==> config.mk <==
export PLATFORM = sky130hd
export DESIGN_NAME = cdma_ctrl_flat
export DESIGN_NICKNAME = d
export VERILOG_FILES = /design/src/logic/cdma_pkg.sv /design/src/logic/cdma_if.sv /design/src/logic/cdma_skew.sv /design/src/logic/cdma_ctrl.sv /design/src/flat_wrapper.sv
export VERILOG_INCLUDE_DIRS = /design/src /design/src/logic
export SDC_FILE = /design/constraint.sdc
export NUM_CORES = 1
export LEC_CHECK = 0
export BUFFER_PORTS_ARGS = -buffer_cell sky130_fd_sc_hd__buf_2
export CAP_MARGIN = 20
export CELL_PAD_IN_SITES_DETAIL_PLACEMENT = 0
export CELL_PAD_IN_SITES_GLOBAL_PLACEMENT = 2
export CORE_UTILIZATION = 37
export CTS_CLUSTER_DIAMETER = 40
export CTS_CLUSTER_SIZE = 12
export DETAILED_ROUTE_END_ITERATION = 8
export PLACE_DENSITY = 0.87
export SETUP_SLACK_MARGIN = 0.02
export SLEW_MARGIN = 20
export SYNTH_ARGS = -nofsm -noshare
export SYNTH_HDL_FRONTEND = slang
export SYNTH_SLANG_ARGS = --single-unit
==> constraint.sdc <==
create_clock -name CLK -period 2.55 [get_ports CLK]
set_input_delay 0.3825 -clock CLK [delete_from_list [all_inputs] [get_ports CLK]]
set_output_delay 0.3825 -clock CLK [all_outputs]
set_load 0.01 [all_outputs]
==> src/logic/cdma_consts.svh <==
// Constants shared by both ends of the display memory address path.
// Assumes it is included by bare name after the package is compiled.
`ifndef CDMA_CONSTS_SVH
`define CDMA_CONSTS_SVH
`define CDMA_AW            14
`define CDMA_DW            8
`define CDMA_PTR_W         5
`define CDMA_PTR_MODE      5'h08
`define CDMA_PTR_UPD_HI    5'h12
`define CDMA_PTR_UPD_LO    5'h13
`define CDMA_PTR_DUMMY     5'h1f
`define CDMA_MODE_RESET    8'h00
`define CDMA_MODE_TRANSP   3
`define CDMA_MODE_BLANK    6
`define CDMA_MODE_DE_SKEW  4
`define CDMA_MODE_CUR_SKEW 5
`define CDMA_STAT_READY    7
`define CDMA_STAT_VRETRACE 5
`define CDMA_PHI_HALF      2'h2
`define CDMA_LAST_STEP     2'h2
`endif

==> src/logic/cdma_pkg.sv <==
// Types shared by both ends of the display memory address path.
// Assumes nothing beyond the constants header.
`default_nettype none
package cdma_pkg;
   typedef logic [13:0] cdma_addr_t;
   typedef logic [7:0]  cdma_byte_t;
   typedef enum logic [1:0] {
      CDMA_SCH_PRIO  = 2'h0,
      CDMA_SCH_INTLV = 2'h1,
      CDMA_SCH_VBLNK = 2'h2
   } cdma_scheme_t;
   typedef enum logic [3:0] {
      CDMA_H_IDLE = 4'h1,
      CDMA_H_WAIT = 4'h2,
      CDMA_H_BUS  = 4'h4,
      CDMA_H_UPD  = 4'h8
   } cdma_hstate_t;
endpackage
`default_nettype wire

==> src/logic/cdma_if.sv <==
// Link between the controller and the host contention logic.
// Assumes both ends run on the same clock; every signal is a plain level.
`timescale 1ns/10ps
`default_nettype none
interface cdma_if;
   import cdma_pkg::*;
   logic       reg_cs;      // Register access this cycle.
   logic       reg_rs;      // Low selects pointer, high the pointed register.
   logic       reg_we;      // High writes, low reads.
   cdma_byte_t reg_wdata;   // Write data.
   cdma_byte_t reg_rdata;   // Status byte, always valid.
   logic       phi2;        // Second bus clock phase.
   cdma_addr_t ma;          // Display memory address lines.
   logic       upd_strobe;  // Update address is on the address lines.
   modport dev  (input reg_cs, reg_rs, reg_we, reg_wdata, phi2,
                 output reg_rdata, ma, upd_strobe);
   modport host (output reg_cs, reg_rs, reg_we, reg_wdata, phi2,
                 input reg_rdata, ma, upd_strobe);
endinterface
`default_nettype wire

==> src/logic/cdma_skew.sv <==
// Optional one character period delay for display enable and cursor.
// Assumes the tick input pulses once per character period on CLK.
`timescale 1ns/10ps
`default_nettype none
module cdma_skew (
   input  wire logic       clk,   // System clock.
   input  wire logic       rst,   // Asynchronous reset, high.
   input  wire logic       tick,  // Character period pulse.
   input  wire logic [1:0] sig,   // Undelayed signals.
   input  wire logic [1:0] skew,  // Per signal delay enable.
   output logic      [1:0] q      // Registered result.
);
   import cdma_pkg::*;
   logic [1:0] hold_r;
   logic [1:0] hold_nxt;
   logic [1:0] q_nxt;
   genvar g;
   // Each channel keeps the value seen at the last tick, one period old.
   generate
      for (g = 0; g < 2; g++) begin : g_ch
         always_comb begin
            hold_nxt[g] = tick ? sig[g] : hold_r[g];
            q_nxt[g]    = skew[g] ? hold_r[g] : sig[g];
         end
      end
   endgenerate
   // Both paths see one clock of register latency so skew is pure period delay.
   always_ff @(posedge clk or posedge rst) begin
      if (rst) begin
         hold_r <= 2'h0;
         q      <= 2'h0;
      end else begin
         hold_r <= hold_nxt;
         q      <= q_nxt;
      end
   end
endmodule
`default_nettype wire

==> src/logic/cdma_ctrl.sv <==
// Controller end: register port, refresh scan, update address engine.
// Assumes the timing chain drives blanking, enable and cursor on CLK.
`timescale 1ns/10ps
`default_nettype none
`include "cdma_consts.svh"
module cdma_ctrl (
   input  wire logic         CLK,       // System clock, 25 MHz.
   input  wire logic         RST,       // Asynchronous reset, high.
   cdma_if.dev               bus,       // Host register port and memory lines.
   input  wire logic         CHAR_TICK, // One pulse per character.
   input  wire logic         HBLANK,    // Horizontal blanking.
   input  wire logic         VBLANK,    // Vertical blanking.
   input  wire logic         DE_IN,     // Undelayed display enable.
   input  wire logic         CURSOR_IN, // Undelayed cursor.
   output logic              DISP_EN,   // Display enable, maybe skewed.
   output logic              CURSOR,    // Cursor, maybe skewed.
   output logic              STB,       // Update strobe pin function.
   output cdma_pkg::cdma_byte_t MODE    // Mode control register.
);
   import cdma_pkg::*;
   logic [`CDMA_PTR_W-1:0] ptr_r;
   logic [`CDMA_PTR_W-1:0] ptr_nxt;
   cdma_byte_t mode_r;
   cdma_byte_t mode_nxt;
   cdma_addr_t upd_r;
   cdma_addr_t upd_nxt;
   cdma_addr_t scan_r;
   cdma_addr_t scan_nxt;
   cdma_addr_t ma_r;
   cdma_addr_t ma_nxt;
   logic       pend_r;
   logic       pend_nxt;
   logic       ready_r;
   logic       ready_nxt;
   logic       stb_r;
   logic       stb_nxt;
   logic       vret_r;
   logic       vret_nxt;
   cdma_byte_t stat_r;
   cdma_byte_t stat_nxt;
   logic       data_acc;
   logic       transp;
   logic       blank_md;
   logic       window;
   logic       do_upd;

   // Decode a data cycle aimed at one register number.
   function automatic logic hit(input logic acc, input logic [`CDMA_PTR_W-1:0] p,
                                input logic [`CDMA_PTR_W-1:0] want);
      return acc && (p == want);
   endfunction

   assign data_acc = bus.reg_cs && bus.reg_rs;
   assign transp   = mode_r[`CDMA_MODE_TRANSP];
   assign blank_md = mode_r[`CDMA_MODE_BLANK];

   // Update window: second phase when interleaving, blanking otherwise.
   always_comb begin
      if (blank_md) begin
         window = HBLANK || VBLANK;
      end else begin
         window = bus.phi2;
      end
      do_upd = transp && pend_r && window;
   end

   // Register port. Only the pointer, mode and update pair store data.
   always_comb begin
      ptr_nxt  = ptr_r;
      mode_nxt = mode_r;
      upd_nxt  = upd_r;
      if (bus.reg_cs && !bus.reg_rs && bus.reg_we) begin
         ptr_nxt = bus.reg_wdata[`CDMA_PTR_W-1:0];
      end
      if (hit(data_acc && bus.reg_we, ptr_r, `CDMA_PTR_MODE)) begin
         mode_nxt = bus.reg_wdata;
      end
      if (do_upd) begin
         upd_nxt = upd_r + 14'h0001;
      end else if (hit(data_acc && bus.reg_we, ptr_r, `CDMA_PTR_UPD_HI)) begin
         upd_nxt = {bus.reg_wdata[5:0], upd_r[7:0]};
      end else if (hit(data_acc && bus.reg_we, ptr_r, `CDMA_PTR_UPD_LO)) begin
         upd_nxt = {upd_r[13:8], bus.reg_wdata};
      end
   end

   // Any read or write of the dummy location asks for one update.
   // A completed update sets ready; a new request clears it, but the set wins.
   always_comb begin
      pend_nxt  = pend_r;
      ready_nxt = ready_r;
      if (hit(data_acc, ptr_r, `CDMA_PTR_DUMMY)) begin
         pend_nxt  = 1'b1;
         ready_nxt = 1'b0;
      end else if (do_upd) begin
         pend_nxt = 1'b0;
      end
      if (do_upd) begin
         ready_nxt = 1'b1;
      end
   end

   // Refresh scan advances per character and restarts in vertical blanking.
   always_comb begin
      if (VBLANK) begin
         scan_nxt = 14'h0000;
      end else if (CHAR_TICK) begin
         scan_nxt = scan_r + 14'h0001;
      end else begin
         scan_nxt = scan_r;
      end
   end

   // Address lines. In transparent mode the host never reaches memory
   // directly, so every address it uses leaves here.
   always_comb begin
      ma_nxt  = scan_r;
      stb_nxt = 1'b0;
      if (transp) begin
         if (do_upd) begin
            ma_nxt  = upd_r;
            stb_nxt = 1'b1;
         end else if (!blank_md && bus.phi2) begin
            ma_nxt = upd_r;
         end
      end
   end

   // Status byte: update ready and vertical retrace.
   always_comb begin
      vret_nxt                      = VBLANK;
      stat_nxt                      = 8'h00;
      stat_nxt[`CDMA_STAT_READY]    = ready_r;
      stat_nxt[`CDMA_STAT_VRETRACE] = vret_r;
   end

   // Register port state. Mode resets to shared addressing so the host owns nothing yet.
   always_ff @(posedge CLK or posedge RST) begin
      if (RST) begin
         ptr_r  <= 5'h00;
         mode_r <= `CDMA_MODE_RESET;
         upd_r  <= 14'h0000;
      end else begin
         ptr_r  <= ptr_nxt;
         mode_r <= mode_nxt;
         upd_r  <= upd_nxt;
      end
   end

   // Update engine flags.
   always_ff @(posedge CLK or posedge RST) begin
      if (RST) begin
         pend_r  <= 1'b0;
         ready_r <= 1'b0;
      end else begin
         pend_r  <= pend_nxt;
         ready_r <= ready_nxt;
      end
   end

   // Refresh scan counter.
   always_ff @(posedge CLK or posedge RST) begin
      if (RST) begin
         scan_r <= 14'h0000;
      end else begin
         scan_r <= scan_nxt;
      end
   end

   // Address lines and strobe leave from flops, so memory never sees decode glitches.
   always_ff @(posedge CLK or posedge RST) begin
      if (RST) begin
         ma_r  <= 14'h0000;
         stb_r <= 1'b0;
      end else begin
         ma_r  <= ma_nxt;
         stb_r <= stb_nxt;
      end
   end

   // Status byte. Retrace passes two flops, so the host sees it two cycles late.
   always_ff @(posedge CLK or posedge RST) begin
      if (RST) begin
         vret_r <= 1'b0;
         stat_r <= 8'h00;
      end else begin
         vret_r <= vret_nxt;
         stat_r <= stat_nxt;
      end
   end

   assign bus.ma         = ma_r;
   assign bus.upd_strobe = stb_r;
   assign bus.reg_rdata  = stat_r;
   assign STB            = stb_r;
   assign MODE           = mode_r;

   // Skew of display enable and cursor, one character period each.
   cdma_skew u_skew (
      .clk  (CLK),
      .rst  (RST),
      .tick (CHAR_TICK),
      .sig  ({CURSOR_IN, DE_IN}),
      .skew ({mode_r[`CDMA_MODE_CUR_SKEW], mode_r[`CDMA_MODE_DE_SKEW]}),
      .q    ({CURSOR, DISP_EN})
   );
endmodule
`default_nettype wire

==> src/flat_wrapper.sv <==
// flat-port wrapper written by rule: the top's interface ports become plain ports
module cdma_ctrl_flat import cdma_pkg::*;
  (CLK, RST, CHAR_TICK, HBLANK, VBLANK, DE_IN, CURSOR_IN, DISP_EN, CURSOR, STB, MODE, bus_reg_cs, bus_reg_rs, bus_reg_we, bus_reg_wdata, bus_phi2, bus_reg_rdata, bus_ma, bus_upd_strobe);
  cdma_if bus_i ();
  input  wire logic CLK;
  input  wire logic RST;
  input  wire logic CHAR_TICK;
  input  wire logic HBLANK;
  input  wire logic VBLANK;
  input  wire logic DE_IN;
  input  wire logic CURSOR_IN;
  output logic DISP_EN;
  output logic CURSOR;
  output logic STB;
  output cdma_pkg::cdma_byte_t MODE;
  input wire logic [$bits(bus_i.reg_cs)-1:0] bus_reg_cs;
  input wire logic [$bits(bus_i.reg_rs)-1:0] bus_reg_rs;
  input wire logic [$bits(bus_i.reg_we)-1:0] bus_reg_we;
  input wire logic [$bits(bus_i.reg_wdata)-1:0] bus_reg_wdata;
  input wire logic [$bits(bus_i.phi2)-1:0] bus_phi2;
  output wire logic [$bits(bus_i.reg_rdata)-1:0] bus_reg_rdata;
  output wire logic [$bits(bus_i.ma)-1:0] bus_ma;
  output wire logic [$bits(bus_i.upd_strobe)-1:0] bus_upd_strobe;
  assign bus_i.reg_cs = bus_reg_cs;
  assign bus_i.reg_rs = bus_reg_rs;
  assign bus_i.reg_we = bus_reg_we;
  assign bus_i.reg_wdata = bus_reg_wdata;
  assign bus_i.phi2 = bus_phi2;
  assign bus_reg_rdata = bus_i.reg_rdata;
  assign bus_ma = bus_i.ma;
  assign bus_upd_strobe = bus_i.upd_strobe;
  cdma_ctrl u_core (.CLK(CLK), .RST(RST), .bus(bus_i), .CHAR_TICK(CHAR_TICK), .HBLANK(HBLANK), .VBLANK(VBLANK), .DE_IN(DE_IN), .CURSOR_IN(CURSOR_IN), .DISP_EN(DISP_EN), .CURSOR(CURSOR), .STB(STB), .MODE(MODE));
endmodule
==> impl_metrics.py <==
metrics = {
    "timing": {
        "slew_violations": 0,
        "max_slew.worst_pin.slew_ps": 528,
        "finalCritPeriodShare_pct": 74.1,
        "rsz0062_at_grt": "no",
        "relSlewSlack_pct": 64.6,
        "fin_crit_ps": 1890,
        "fmax_ghz": 0.529,
        "fin_ws_ps": 659,
        "hold_violations": 0,
        "skew_ps": 7.30,
        "tns_ps": 0,
        "setup_viol": 0,
        "fin_hold_ws_ps": 55.9,
    },
    "setup_path": {
        "worstSetupPathType": "reg2reg",
        "worstPathCellList": "or3b_1 > nand4_1 > o311ai_0 > o221a_2",
        "critPathArrivalTime_ps": 2160,
        "cp-end-kind": "register",
        "cp.required_ps": 2820,
        "cp_max_fo": 7,
        "crit_buf_inv": 0,
        "cp_slowest_cell": "dfrtp_1",
        "critPathLaunchType": "register",
        "max_stage_delay_ps": 440,
        "path_delay_family": "simple AND/OR/NAND/NOR gates",
        "reg2reg_from": "u_core.MODE[6]",
        "cp-startpoint": "u_core.MODE[6]",
    },
    "cts": {
        "cts_setup_buffers": 0,
        "htreeDepth": 3,
        "clkLatencyLatePin_ps": 340,
        "clock-sinks": 65,
        "cts_resized": 0,
        "path_clk_slew_ps": 70,
        "tritoncts": "yes",
        "cts_buffer_depth": 2,
        "cts_buffers": 9,
        "cts_root_buffer": "clkbuf_8",
        "cts_hold_buf": 0,
    },
    "power": {
        "pwr_density_cell_mw_per_mm2": 747,
        "vdd_drop_max_mv": 0.298,
        "leakagePower_nw": 1.72,
    },
    "logic_synthesis": {
        "synthMuxAreaShare_pct": 13.0,
        "syn_area_per_cell_um2": 12.0,
        "synth_compound_area_share_pct": 12.0,
        "synth_fa_ha_area_share_pct": 0.792,
        "yosys_warnings": 0,
        "ys_async_sr_fraction_pct": 100,
        "synthCells": 264,
        "synth_edf_count": 0,
        "yosysUniqueCellTypes": 62,
        "ys_seq_area_share_pct": 51.5,
        "ys_ff_latch": 65,
        "synth_top_family_by_area": "simple AND/OR/NAND/NOR gates",
        "synth_area_leader_cell": "dfrtp_1",
        "synth_xor_area_share_pct": 2.77,
        "synth-simple-area-share_pct": 15.2,
        "syn_area_mm2": 0.00316,
        "ys.flop_type": "dfrtp_1",
        "yosys-top-cells-area": "dfrtp_1, mux2_2, mux2_4",
        "yosys.area.top_type_share_pct": 51.5,
    },
    "run_status": {
        "status": "finished, final reports clean",
    },
    "placed_design": {
        "gp_congestion": 0.874,
        "place_hpwl_um": 5260,
        "place_ws_ps": 636,
        "dp.cells": 410,
        "io_buffers": 46,
    },
    "routing": {
        "wirelength_um": 7110,
        "first_iter_violations": 191,
        "drc": 0,
        "dr_total_vias": 2257,
        "wl_per_cell_um": 16.8,
        "drt_pass1_iterations": 4,
        "viasPerCell": 5.32,
        "ant_nets": 0,
    },
    "worst_hold_path": {
        "hold_class": "in2async",
    },
    "grt": {
        "antenna_found_initial": 0,
        "grt_pass1_wl_um": 11800,
        "grt_pass1_vias": 2230,
        "track_usage_pct": 17.7,
        "overflow": 0,
        "grt_max_degree": 46,
    },
    "floorplan": {
        "core_area_mm2": 0.00826,
        "dieArea_mm2": 0.00891,
        "dieWidth_um": 94.4,
        "initial_core_util_pct": 38.2,
        "fp.dieH_um": 94.4,
        "row_count": 33,
        "num_io_pins": 53,
    },
    "cells_and_area": {
        "final_nets": 337,
        "fill_cells": 811,
        "area_growth_pct": 15.5,
        "drive_above_1_share_pct": 33.9,
        "seq_area_mm2": 0.00163,
        "n_antenna_cell": 0,
        "multi_input_area_mm2": 0.00140,
        "finalNonFillerCells": 424,
    },
    "job": {
        "cap_violations": 0,
    },
}
-- final cells by class --
cell class                      instances  share of cell area (%)
Sequential cell                        65                    44.6
Multi-Input combinational cell        181                    38.5
Timing Repair Buffer                   49                    7.27
Clock buffer                           10                    3.77
Tap cell                              105                    3.60
Clock inverter                          4                    1.23
Inverter                               10                    1.03
-- where the power goes --
group | leakage (nW) | internal, W | switching, W | total, W
Sequential | 0.831 | 0.00120 | 0.000170 | 0.00137
Clock | 0.0978 | 0.000462 | 0.000370 | 0.000832
Combinational | 0.788 | 0.000264 | 0.000253 | 0.000517
Total | 1.72 | 0.00193 | 0.000794 | 0.00272
-- cell families (layout without fill, tap and decap cells) --
kind of cell,count (synthesis),after routing
AOI/OAI and AO/OA,45,45
xor gates and xnor gates,10,10
adders and majority gates,2,2
buffers and inverters,23,73
DFF,65,65
muxes,34,34
other,1,6
and+or+nand+nor,84,84
-- through the flow --
step	utilization [%]	power, W	instance area (um2)
floorplan	-	0.00172	3180
detailed placement	42.0	0.00192	3460
CTS	44.2	0.00276	3650
global placement	42.0	0.00190	3460
finish	44.2	0.00272	3650
global route	44.2	0.00288	3650
-- synthesized netlist by cell type, types with 5 or more instances --
library cell	count
nand4_1	8
nor2_1	22
inv_1	9
mux2_4	9
dfrtp_1	65
a21oi_1	6
nand3_1	14
o21ai_0	5
mux2_2	21
buf_4	8
nand2_1	10
xor2_1	7
-- worst paths after layout --
path / endpoint / slack [ps] / depth (start not counted)
max: u_core.upd_r[10] / 660 / 4
min: u_core.bus.ma[12] / 60 / 2
max reg2reg: u_core.upd_r[10] / 660 / 4
min reg2reg: u_core.bus.reg_rdata[5] / 360 / 0
max in group asynchronous: u_core.u_skew.hold_r[1] / 1900 / 3
min in group CLK: u_core.vret_r / 240 / 1
-- cell usage in the layout, fill, tap and decap left out, types with 2 or more instances in the layout --
| master | n |
|---|---|
| nand4_1 | 8 |
| clkinv_2 | 3 |
| conb_1 | 6 |
| or4_1 | 2 |
| nor3_1 | 3 |
| o32ai_1 | 2 |
| and4_1 | 2 |
| a21oi_1 | 6 |
| nor4_1 | 3 |
| inv_2 | 2 |
| o221a_2 | 2 |
| xor2_1 | 7 |
| nand3b_1 | 2 |
| a211oi_2 | 3 |
| mux2i_1 | 4 |
| a311oi_1 | 4 |
| o311ai_0 | 2 |
| buf_4 | 2 |
| o211ai_1 | 2 |
| inv_1 | 8 |
| ha_1 | 2 |
| nand2_1 | 10 |
| buf_2 | 46 |
| dfrtp_1 | 65 |
| mux2_4 | 9 |
| nand3_1 | 14 |
| clkbuf_8 | 10 |
| mux2_2 | 21 |
| o21ai_0 | 5 |
| a31oi_1 | 2 |
| xnor2_1 | 3 |
| and3_1 | 4 |
| nor2_1 | 22 |
| o211a_1 | 2 |
-- sequential cells by signal, summed over array words and instances (netlist names) --
register,flops
u_core.bus.reg_rdata,2
u_core.STB,1
u_core.u_skew.q,2
u_core.MODE,8
u_core.u_skew.hold_r,2
u_core.scan_r,14
u_core.ptr_r,5
u_core.pend_r,1
u_core.upd_r,14
u_core.ready_r,1
u_core.vret_r,1
u_core.bus.ma,14
-- routing by layer --
metal	track usage, %	vias to the layer above	wire (um)
met1	24.5	1112	3400
met3	4.03	4	310
li1	-	1086	-
met5	0	-	0
met2	27.2	55	3350
met4	5.90	0	56
Note: power is estimated with default switching activity, not from simulation.
